==> src/pkg/bcdfs_pkg.sv <==
/*
  Shared constants for the BCD field-select, port 10 and interrupt block:
  register offsets, field layouts, field codes and the record slot map.
  Assumes a 32-bit AXI4-Lite bus with one register per aligned word.
*/
package bcdfs_pkg;

  localparam int ADDR_W = 8;
  localparam int DATA_W = 32;

  // register byte offsets
  localparam logic [7:0] ADDR_ID     = 8'h00;
  localparam logic [7:0] ADDR_INTR   = 8'h04;
  localparam logic [7:0] ADDR_CTRL   = 8'h08;
  localparam logic [7:0] ADDR_FIELD  = 8'h0C;
  localparam logic [7:0] ADDR_DATA   = 8'h10;
  localparam logic [7:0] ADDR_CONFIG = 8'h14;
  localparam logic [7:0] ADDR_ERROR  = 8'h18;

  // value is arbitrary
  localparam logic [7:0] ID_VALUE = 8'h5A;

  localparam logic [1:0] RESP_OKAY   = 2'h0;
  localparam logic [1:0] RESP_SLVERR = 2'h2;

  // control, config and switch bank register bits
  localparam int CTRL_IO_A  = 7;
  localparam int CTRL_IO_B  = 6;
  localparam int CTRL_CTL_A = 5;
  localparam int CTRL_CTL_B = 4;
  localparam int CFG_TWO_FA = 0;
  localparam int CFG_TWO_FB = 1;
  localparam int CFG_P10_OUT = 2;
  localparam int SW_OUT_EN  = 7;

  // field select command word
  localparam logic [6:0] FIELD_MAX = 7'h06;
  localparam logic [2:0] OP_LAST   = 3'h5;
  localparam logic [2:0] FIELD_ALL  = 3'h0;
  localparam logic [2:0] FIELD_A    = 3'h1;
  localparam logic [2:0] FIELD_B    = 3'h2;
  localparam logic [2:0] FIELD_A_ME = 3'h3;
  localparam logic [2:0] FIELD_B_ME = 3'h4;
  localparam logic [2:0] FIELD_A_FN = 3'h5;
  localparam logic [2:0] FIELD_B_FN = 3'h6;

  // record: per channel 4 mantissa, 1 exponent, up to 2 function digits
  localparam int CH_SLOTS  = 7;
  localparam int SLOTS     = 14;
  localparam int ME_SLOTS  = 5;
  localparam int SLOT_FMSD = 5;
  localparam logic [3:0] SLOT_NONE = 4'hF;

  function automatic logic [13:0] field_mask(input logic [2:0] f,
                                             input logic       two_a,
                                             input logic       two_b);
    logic a_me;
    logic a_fn;
    logic b_me;
    logic b_fn;
    a_me = f == FIELD_ALL || f == FIELD_A || f == FIELD_A_ME;
    a_fn = f == FIELD_ALL || f == FIELD_A || f == FIELD_A_FN;
    b_me = f == FIELD_ALL || f == FIELD_B || f == FIELD_B_ME;
    b_fn = f == FIELD_ALL || f == FIELD_B || f == FIELD_B_FN;
    return {two_b & b_fn, b_fn, {ME_SLOTS{b_me}},
            two_a & a_fn, a_fn, {ME_SLOTS{a_me}}};
  endfunction : field_mask

endpackage : bcdfs_pkg

==> src/design/bcdfs_field_seq.sv <==
/*
  Readout pointer over the captured record: walks the enabled slots in
  record order and wraps after the last one.
  Assumes pop and restart are one-cycle pulses from the same clock.
*/
module bcdfs_field_seq
  import bcdfs_pkg::*;
(
  input  wire logic              clk,
  input  wire logic              reset_n,
  input  wire logic [SLOTS-1:0]  mask,
  input  wire logic              pop,
  input  wire logic              restart,
  output logic      [3:0]        slot,
  output logic                   last
);

  typedef struct packed {
    logic [3:0] ptr;
  } bcdfs_seq_t;

  bcdfs_seq_t st;
  bcdfs_seq_t next_st;

  // smallest enabled slot above p, else the first enabled slot
  function automatic logic [3:0] next_slot(input logic [SLOTS-1:0] m,
                                           input logic [3:0]       p);
    logic [3:0] r;
    r = p;
    for (int i = SLOTS - 1; i >= 0; i--) begin
      if (m[i]) begin
        r = 4'(i);
      end
    end
    for (int i = SLOTS - 1; i >= 0; i--) begin
      if (m[i] && 4'(i) > p) begin
        r = 4'(i);
      end
    end
    return r;
  endfunction : next_slot

  always_comb begin
    next_st = st;
    if (restart) begin
      next_st.ptr = next_slot(mask, SLOT_NONE);
    end else if (pop) begin
      next_st.ptr = next_slot(mask, st.ptr);
    end
  end

  always_ff @(posedge clk or negedge reset_n) begin
    if (!reset_n) begin
      st <= '0;
    end else begin
      st <= next_st;
    end
  end

  assign slot = st.ptr;
  assign last = next_slot(mask, st.ptr) <= st.ptr;
endmodule : bcdfs_field_seq

==> src/design/bcdfs_top.sv <==
/*
  BCD instrument card core: partial field selection of the input record,
  the 4-bit auxiliary port 10, and interrupts from the function MSDs.
  Assumes an AXI4-Lite master on clk and instrument pins that are
  asynchronous; digits are stable while a channel flag rises.
*/
// Our own choices: the address map and the AXI4-Lite register port.
//
// Function
// - full record order: A mantissa, A function, B...
// - later field only after all earlier read
// - field addresses 00..06 accepted, 00 whole record
// - 01 channel A fields, 02 channel B fields
// - 03/04 mantissa+exponent, 05/06 function only
// - field stays latched until rewritten or reset
// - remote addressing 00..06 also loads field
// - every addressing operation kind loads the field; here only kinds 0..5 do, 6 and 7 leave it
// - port 10 works as input or output
// - port 10 drives without the switch enable
// - port 10 out from control low nibble
// - only function MSDs raise interrupts
// - single function digit counts as MSD
// - interrupt only for bits enabled in mask
// - no further interrupt until serviced; here only a mask write re-arms, a cause read does not
// - several enabled bits reported together
// - mask 128 selects channel B MSD bit 3
// - cause register shows interrupting bits
// - output direction refused without switch, error
module bcdfs_top
  import bcdfs_pkg::*;
(
  input  wire logic              clk,
  input  wire logic              reset_n,
  input  wire logic [ADDR_W-1:0] awaddr,
  input  wire logic              awvalid,
  output logic                   awready,
  input  wire logic [DATA_W-1:0] wdata,
  input  wire logic [3:0]        wstrb,
  input  wire logic              wvalid,
  output logic                   wready,
  output logic      [1:0]        bresp,
  output logic                   bvalid,
  input  wire logic              bready,
  input  wire logic [ADDR_W-1:0] araddr,
  input  wire logic              arvalid,
  output logic                   arready,
  output logic      [DATA_W-1:0] rdata,
  output logic      [1:0]        rresp,
  output logic                   rvalid,
  input  wire logic              rready,
  input  wire logic [27:0]       inst_a_digits,
  input  wire logic [27:0]       inst_b_digits,
  input  wire logic              inst_a_flag,
  input  wire logic              inst_b_flag,
  input  wire logic [7:0]        default_config_switch_bank,
  input  wire logic [3:0]        p10_in,
  output logic      [3:0]        p10_out,
  output logic      [3:0]        p10_oe,
  output logic                   ch_a_out_en,
  output logic                   ch_b_out_en,
  output logic                   ctl_a,
  output logic                   ctl_b,
  output logic                   irq
);

  localparam int PIN_W = 70;

  typedef struct packed {
    logic [PIN_W-1:0]  s1;
    logic [PIN_W-1:0]  s2;
    logic              flag_a_d;
    logic              flag_b_d;
    logic              awready;
    logic              wready;
    logic              aw_held;
    logic              w_held;
    logic [7:0]        awaddr;
    logic [31:0]       wdata;
    logic [3:0]        wstrb;
    logic              bvalid;
    logic [1:0]        bresp;
    logic              arready;
    logic              rvalid;
    logic [1:0]        rresp;
    logic [31:0]       rdata;
    logic [2:0]        field;
    logic [7:0]        mask;
    logic [7:0]        cause;
    logic              armed;
    logic              irq;
    logic              io_a;
    logic              io_b;
    logic              ctl_a;
    logic              ctl_b;
    logic [3:0]        p10;
    logic [2:0]        cfg;
    logic              err113;
    logic [27:0]       snap_a;
    logic [27:0]       snap_b;
  } bcdfs_state_t;

  bcdfs_state_t st;
  bcdfs_state_t next_st;

  logic [7:0]       sw;
  logic [3:0]       p10_pin;
  logic             flag_a;
  logic             flag_b;
  logic [27:0]      dig_a;
  logic [27:0]      dig_b;
  logic             cap_a;
  logic             cap_b;
  logic [7:0]       new_bits;
  logic             wr_do;
  logic             rd_take;
  logic             fld_load;
  logic             restart;
  logic             pop;
  logic [SLOTS-1:0] mask_seq;
  logic [3:0]       slot;
  logic             last;
  logic [55:0]      snap;
  logic [3:0]       digit;

  ////////////////////////////////////////////////////////////////////////
  // pin side: only the second synchroniser stage is read

  assign {sw, p10_pin, flag_b, flag_a, dig_b, dig_a} = st.s2;
  assign cap_a = flag_a && !st.flag_a_d;
  assign cap_b = flag_b && !st.flag_b_d;

  // only the function MSD slot is looked at, whatever the digit count
  assign new_bits = {
    cap_b ? dig_b[SLOT_FMSD*4 +: 4] : 4'h0,
    cap_a ? dig_a[SLOT_FMSD*4 +: 4] : 4'h0} & st.mask;

  ////////////////////////////////////////////////////////////////////////
  // record readout

  assign snap = {st.snap_b, st.snap_a};
  assign digit = snap[{slot, 2'b00} +: 4];
  // a field load restarts on the layout it selects, not the one it replaces
  assign mask_seq = field_mask(fld_load ? st.wdata[2:0] : st.field,
                               st.cfg[CFG_TWO_FA],
                               st.cfg[CFG_TWO_FB]);

  assign wr_do = st.aw_held && st.w_held && !st.bvalid;
  assign rd_take = arvalid && st.arready;
  assign pop = rd_take && araddr == ADDR_DATA;
  // unknown addresses and operation kinds leave the latched field alone
  assign fld_load = wr_do && st.awaddr == ADDR_FIELD && &st.wstrb[1:0]
    && st.wdata[6:0] <= FIELD_MAX && st.wdata[10:8] <= OP_LAST;
  // restarting on a layout change avoids pointing at a dropped slot
  assign restart = fld_load || (wr_do && st.awaddr == ADDR_CONFIG
                                && st.wstrb[0]);

  bcdfs_field_seq u_seq (
    .clk     (clk),
    .reset_n (reset_n),
    .mask    (mask_seq),
    .pop     (pop),
    .restart (restart),
    .slot    (slot),
    .last    (last)
  );

  ////////////////////////////////////////////////////////////////////////
  // next state

  always_comb begin
    next_st = st;
    next_st.s1 = {default_config_switch_bank, p10_in, inst_b_flag,
                  inst_a_flag, inst_b_digits, inst_a_digits};
    next_st.s2 = st.s1;
    next_st.flag_a_d = flag_a;
    next_st.flag_b_d = flag_b;
    if (cap_a) begin
      next_st.snap_a = dig_a;
    end
    if (cap_b) begin
      next_st.snap_b = dig_b;
    end

    // write channel: address and data taken in either order
    if (awvalid && st.awready) begin
      next_st.aw_held = 1'b1;
      next_st.awaddr = awaddr;
    end
    if (wvalid && st.wready) begin
      next_st.w_held = 1'b1;
      next_st.wdata = wdata;
      next_st.wstrb = wstrb;
    end
    if (st.bvalid && bready) begin
      next_st.bvalid = 1'b0;
    end

    // servicing: reading the cause clears it
    if (rd_take && araddr == ADDR_INTR) begin
      next_st.cause = 8'h00;
      next_st.irq = 1'b0;
    end
    // a new event wins over the clear in the same cycle
    if (st.armed && new_bits != 8'h00) begin
      next_st.cause = next_st.cause | new_bits;
      next_st.irq = 1'b1;
      next_st.armed = 1'b0;
    end

    if (wr_do) begin
      next_st.aw_held = 1'b0;
      next_st.w_held = 1'b0;
      next_st.bvalid = 1'b1;
      next_st.bresp = RESP_OKAY;
      unique case (st.awaddr)
        ADDR_INTR: begin
          if (st.wstrb[0]) begin
            next_st.mask = st.wdata[7:0];
            next_st.armed = 1'b1;
          end
        end
        ADDR_CTRL: begin
          if (st.wstrb[0]) begin
            next_st.io_a = st.wdata[CTRL_IO_A] && sw[SW_OUT_EN];
            next_st.io_b = st.wdata[CTRL_IO_B] && sw[SW_OUT_EN];
            if ((st.wdata[CTRL_IO_A] || st.wdata[CTRL_IO_B])
                && !sw[SW_OUT_EN]) begin
              next_st.err113 = 1'b1;
            end
            next_st.ctl_a = st.wdata[CTRL_CTL_A];
            next_st.ctl_b = st.wdata[CTRL_CTL_B];
            next_st.p10 = st.wdata[3:0];
          end
        end
        ADDR_FIELD: begin
          if (fld_load) begin
            next_st.field = st.wdata[2:0];
          end
        end
        ADDR_CONFIG: begin
          if (st.wstrb[0]) begin
            next_st.cfg = st.wdata[2:0];
          end
        end
        ADDR_ERROR: begin
          if (st.wstrb[0] && st.wdata[0]) begin
            next_st.err113 = 1'b0;
          end
        end
        default: begin
          next_st.bresp = RESP_SLVERR;
        end
      endcase
    end
    next_st.awready = !next_st.aw_held && !next_st.bvalid;
    next_st.wready = !next_st.w_held && !next_st.bvalid;

    // read channel: answer one cycle after the address is taken
    if (st.rvalid && rready) begin
      next_st.rvalid = 1'b0;
    end
    if (rd_take) begin
      next_st.rvalid = 1'b1;
      next_st.rresp = RESP_OKAY;
      unique case (araddr)
        ADDR_ID:     next_st.rdata = {24'h0, ID_VALUE};
        ADDR_INTR:   next_st.rdata = {24'h0, st.cause};
        ADDR_CTRL:   next_st.rdata = {24'h0, st.io_a, st.io_b, st.ctl_a,
                                      st.ctl_b, flag_a, flag_b, 2'b00};
        ADDR_FIELD:  next_st.rdata = {29'h0, st.field};
        ADDR_DATA:   next_st.rdata = {23'h0, last, slot, digit};
        ADDR_CONFIG: next_st.rdata = {8'h0, st.mask, 4'h0, p10_pin,
                                      5'h0, st.cfg};
        ADDR_ERROR:  next_st.rdata = {31'h0, st.err113};
        default: begin
          next_st.rdata = 32'h0000_0000;
          next_st.rresp = RESP_SLVERR;
        end
      endcase
    end
    next_st.arready = !next_st.rvalid;
  end

  always_ff @(posedge clk or negedge reset_n) begin
    if (!reset_n) begin
      st <= '0;
    end else begin
      st <= next_st;
    end
  end

  ////////////////////////////////////////////////////////////////////////
  // outputs

  assign awready = st.awready;
  assign wready = st.wready;
  assign bvalid = st.bvalid;
  assign bresp = st.bresp;
  assign arready = st.arready;
  assign rvalid = st.rvalid;
  assign rresp = st.rresp;
  assign rdata = st.rdata;
  assign p10_out = st.p10;
  assign p10_oe = {4{st.cfg[CFG_P10_OUT]}};
  assign ch_a_out_en = st.io_a;
  assign ch_b_out_en = st.io_b;
  assign ctl_a = st.ctl_a;
  assign ctl_b = st.ctl_b;
  assign irq = st.irq;
endmodule : bcdfs_top

==> config.mk <==
export PLATFORM = sky130hd
export DESIGN_NAME = bcdfs_top
export DESIGN_NICKNAME = d
export VERILOG_FILES = /design/src/pkg/bcdfs_pkg.sv /design/src/design/bcdfs_field_seq.sv /design/src/design/bcdfs_top.sv
export SDC_FILE = /design/constraint.sdc
export NUM_CORES = 1
export LEC_CHECK = 0
export ABC_AREA = 1
export ABC_CLOCK_PERIOD_IN_PS = 3580
export CELL_PAD_IN_SITES_DETAIL_PLACEMENT = 1
export CELL_PAD_IN_SITES_GLOBAL_PLACEMENT = 1
export CORE_AREA = 10 10 159 161
export DETAILED_ROUTE_END_ITERATION = 7
export DIE_AREA = 0 0 169 171
export DONT_BUFFER_PORTS = 1
export PLACE_DENSITY_LB_ADDON = 0.2
export SYNTH_ARGS = -nofsm -noshare
export SYNTH_HDL_FRONTEND = slang
export SYNTH_SLANG_ARGS = --single-unit
==> constraint.sdc <==
create_clock -name clk -period 3.58 [get_ports clk]
set_clock_uncertainty 0.2 [all_clocks]
set_input_delay 0 -clock clk [delete_from_list [all_inputs] [get_ports clk]]
set_output_delay 0 -clock clk [all_outputs]
set_load 0.01 [all_outputs]
==> summary.txt <==
Status -> finished with violations
Failing checks -> hold timing
Syn_area_per_cell -> 9.96 um^2
Count of buffers from port buffering -> 0
Gr ovfl total -> 0
Worst Setup End Kind -> flip-flop
Dpl hpwl -> 17700 um
Power Density -> 656 nW/um^2
Placement Cell Area -> 10600 um^2
Post CTS Setup Buffer Count -> 0
Largest cells by area after synthesis -> dfrtp_1, nand2_1, o21ai_0
CTS H-tree depth -> 1
Die Width -> 169 um
R2r worst-path depth -> 23
Count leader, synth -> nand2_1
WS Path Type -> input port to flip-flop
Core ar. -> 22200 um^2
TritonCTS buffer count -> 28
NetSw -> 2.79 mW
Placed insts -> 1290
Period utilization -> 0.963
Clock share of power -> 0.366
Post-synth top flop -> dfrtp_1
Placer Congestion -> 0.878
Max Slew Vio Count -> 0
Post-synthesis sequential area ratio -> 0.643
Reg area -> 6760 um^2
Net Sw Frac -> 0.311
#FFs+latches synth -> 270
Type of the worst min-delay path -> input port to asynchronous set/reset pin
Initial antenna violation count -> 1
Die Span Y -> 171 um
EDFF count, synth -> 0
Area grow syn2layout -> 30.0%
CP Launch Type -> input port
Initial Utilization -> 0.473
Routed length per instance -> 21.0 um
Max Buffers Root-to-Sink -> 3
Max VDD drop -> 545 uV
Comb power frac -> 0.217
Area occupied by multi-input gates -> 3030 um^2
Cell count after synthesis -> 1055
Clk root buf -> clkbuf_16
Crit-path max FO -> 8
Setup TNS -> 0 ns
Worst EP arrival -> 3.68 ns
Sequential power share -> 0.417
Final hold violation count -> 270
WP data required -> 3.81 ns
Detailed Route WL -> 32500 um
Final std cells w/o fill -> 1547
Final worst path period need -> 3.45 ns
Vias in the first global route -> 9052
CP dominant cell by count -> dlygate4sd3_1
Internal power -> 6.18 mW
Io pins -> 183
Final setup viols -> 0
DRT Pass-1 Iters -> 4
Largest net degree at the start of global routing -> 271
Die area -> 28900 um^2
Slowest CP cell -> dlygate4sd3_1
Max Cap Viol -> 0
Total number of vias -> 7940
Critical Path Max Stage Delay -> 0.62 ns
First-iteration detailed-routing DRC count -> 576
Least-Margin Pin Slew -> 0.917 ns
Reg2Reg Capture Point -> rdata[8]
Overall routing resource usage -> 0.225
Post-layout util -> 0.615
WHS -> -1.04 ns
Via density per instance -> 5.13
Hold bufs inserted after CTS -> 206
CTS tree -> yes
Antenna viol nets, final -> 0
Synth top area share -> 0.643
Post-synth top cells -> nand2_1, dfrtp_1, o21ai_0, inv_1, nor2_1
Clk Latency, worst-skew pair -> 0.55 ns
Synth Cell Area -> 10500 um^2
Reg-to-Reg Start -> st[171]
First-pass GRT wire length -> 51300 um
Share of layout cells above drive strength 1 -> 0.0991
Fin nets -> 1374
DRC Markers -> 0
Max_slew headroom -> 0.388
Leak Pwr -> 6.47 nW
FF-to-FF setup slack -> 0.38 ns
Max Clk Rate -> 290 MHz
Worst-path cell chain -> dlygate4sd3_1 -> nor2_1 -> dlygate4sd3_1 -> inv_1 -> nor2_1 -> dlygate4sd3_1 -> inv_1 -> nor3_1 -> dlygate4sd3_1 -> inv_2 -> nor2_2 -> nor2_1 -> inv_1 -> o21ai_0 -> o21ai_0 -> a21oi_2
Final instance area -> 13700 um^2
TritonCTS Sinks -> 270
Number of cell rows -> 55
Yosys cell types -> 43
Yosys Warn Count -> 0
Filler cell count -> 2372
Synth async-reset ratio -> 1.00
RSZ-0062 raised after global routing -> false
Reg clk slew, reported paths -> 0.07 ns
Top cell type by total area after synthesis -> dfrtp_1
worst max-delay path, delay by kind of cell:
kind,cells,cell delay [ns]
buf+inv,8,2.67
simple gates,5,0.58
compound gates,3,0.41
routing by layer:
layer,vias to the layer above,share of wire,track usage
met5,-,0,0
met4,0,0.027,0.0642
met3,61,0.054,0.0482
met2,182,0.51,0.396
met1,4027,0.41,0.272
li1,3670,-,-
metrics by stage:
stage	setup slack, ns	power [mW]
after floorplan	0.948	4.76
after global placement	0.604	5.15
after detailed placement	0.474	5.22
after CTS	0.130	8.80
after global routing	0.0328	9.40
final	0.132	8.97
sequential cells by signal, summed over array words and instances, names as in the netlist, 4 cells and up:
register and cells:
p10_pin 4, st 48, snap 56, u_seq.slot 4, p10_out 4, next_st 63, dig_a 28, rdata 20
dig_b 28
layout by cell type, fill, tap and decap left out, drive strengths merged:
cell         instances
clkinvlp             6
o32ai                1
a21oi               23
nor3                 5
o41ai                1
nand2              336
o21bai               1
buf                 10
a31oi                3
o211ai               4
inv                 90
conb                14
bufinv               6
ha                   4
nor4                 1
nand3               38
a21o                 1
o31ai                4
a32o                 1
a32oi                1
o22ai               14
o21ai              102
o221ai               2
diode                1
nand4                6
dfrtp              270
a311oi               1
dlygate4sd3        206
or4                  1
clkinv               4
clkbuf              35
a221oi               2
nor2                68
final cells by class:
class	count	share of cell area
timing repair buffer	216	0.156
clock buffer	35	0.0577
multi-input combinational	634	0.222
clock inverter	15	0.0181
antenna	1	0.000183
sequential	270	0.495
inverter	91	0.0250
tap	285	0.0261
logic make-up after synthesis:
kind of cell / Yosys count / synth area share
adders and majority gates: 4 / 0.00476
buffers and inverters: 164 / 0.0743
and+or+nand+nor: 455 / 0.189
AOI/OAI and AO/OA: 161 / 0.0886
DFF: 270 / 0.643
other: 1 / 0.000357
repair_timing:
| item | 4_1_cts | 5_1_grt |
|---|---|---|
| setup endpoints to repair | 0 | 1 |
| endpoints found under the hold margin | 386 | 270 |
| gates resized for setup | 0 | 2 |
power groups by stage:
stage | logic (mW) | clock network (mW) | registers, mW
floorplan | 1.10 | 0 | 3.65
global placement | 1.41 | 0 | 3.74
detailed placement | 1.46 | 0 | 3.75
CTS | 1.84 | 3.26 | 3.70
global route | 2.15 | 3.48 | 3.77
finish | 1.95 | 3.28 | 3.74
how the worst max path moves through the flow:
stage	from	end	slack (ns)	cells after the start
floorplan	bvalid	rdata[8]	0.95	21
global placement	bvalid	rdata[8]	0.60	20
detailed placement	st[168]	rdata[8]	0.47	21
CTS	araddr[0]	u_seq.slot[1]	0.13	16
global route	araddr[0]	u_seq.slot[1]	0.03	16
finish	araddr[0]	u_seq.slot[1]	0.13	16
No activity file was read; power rests on OpenSTA's default activity.
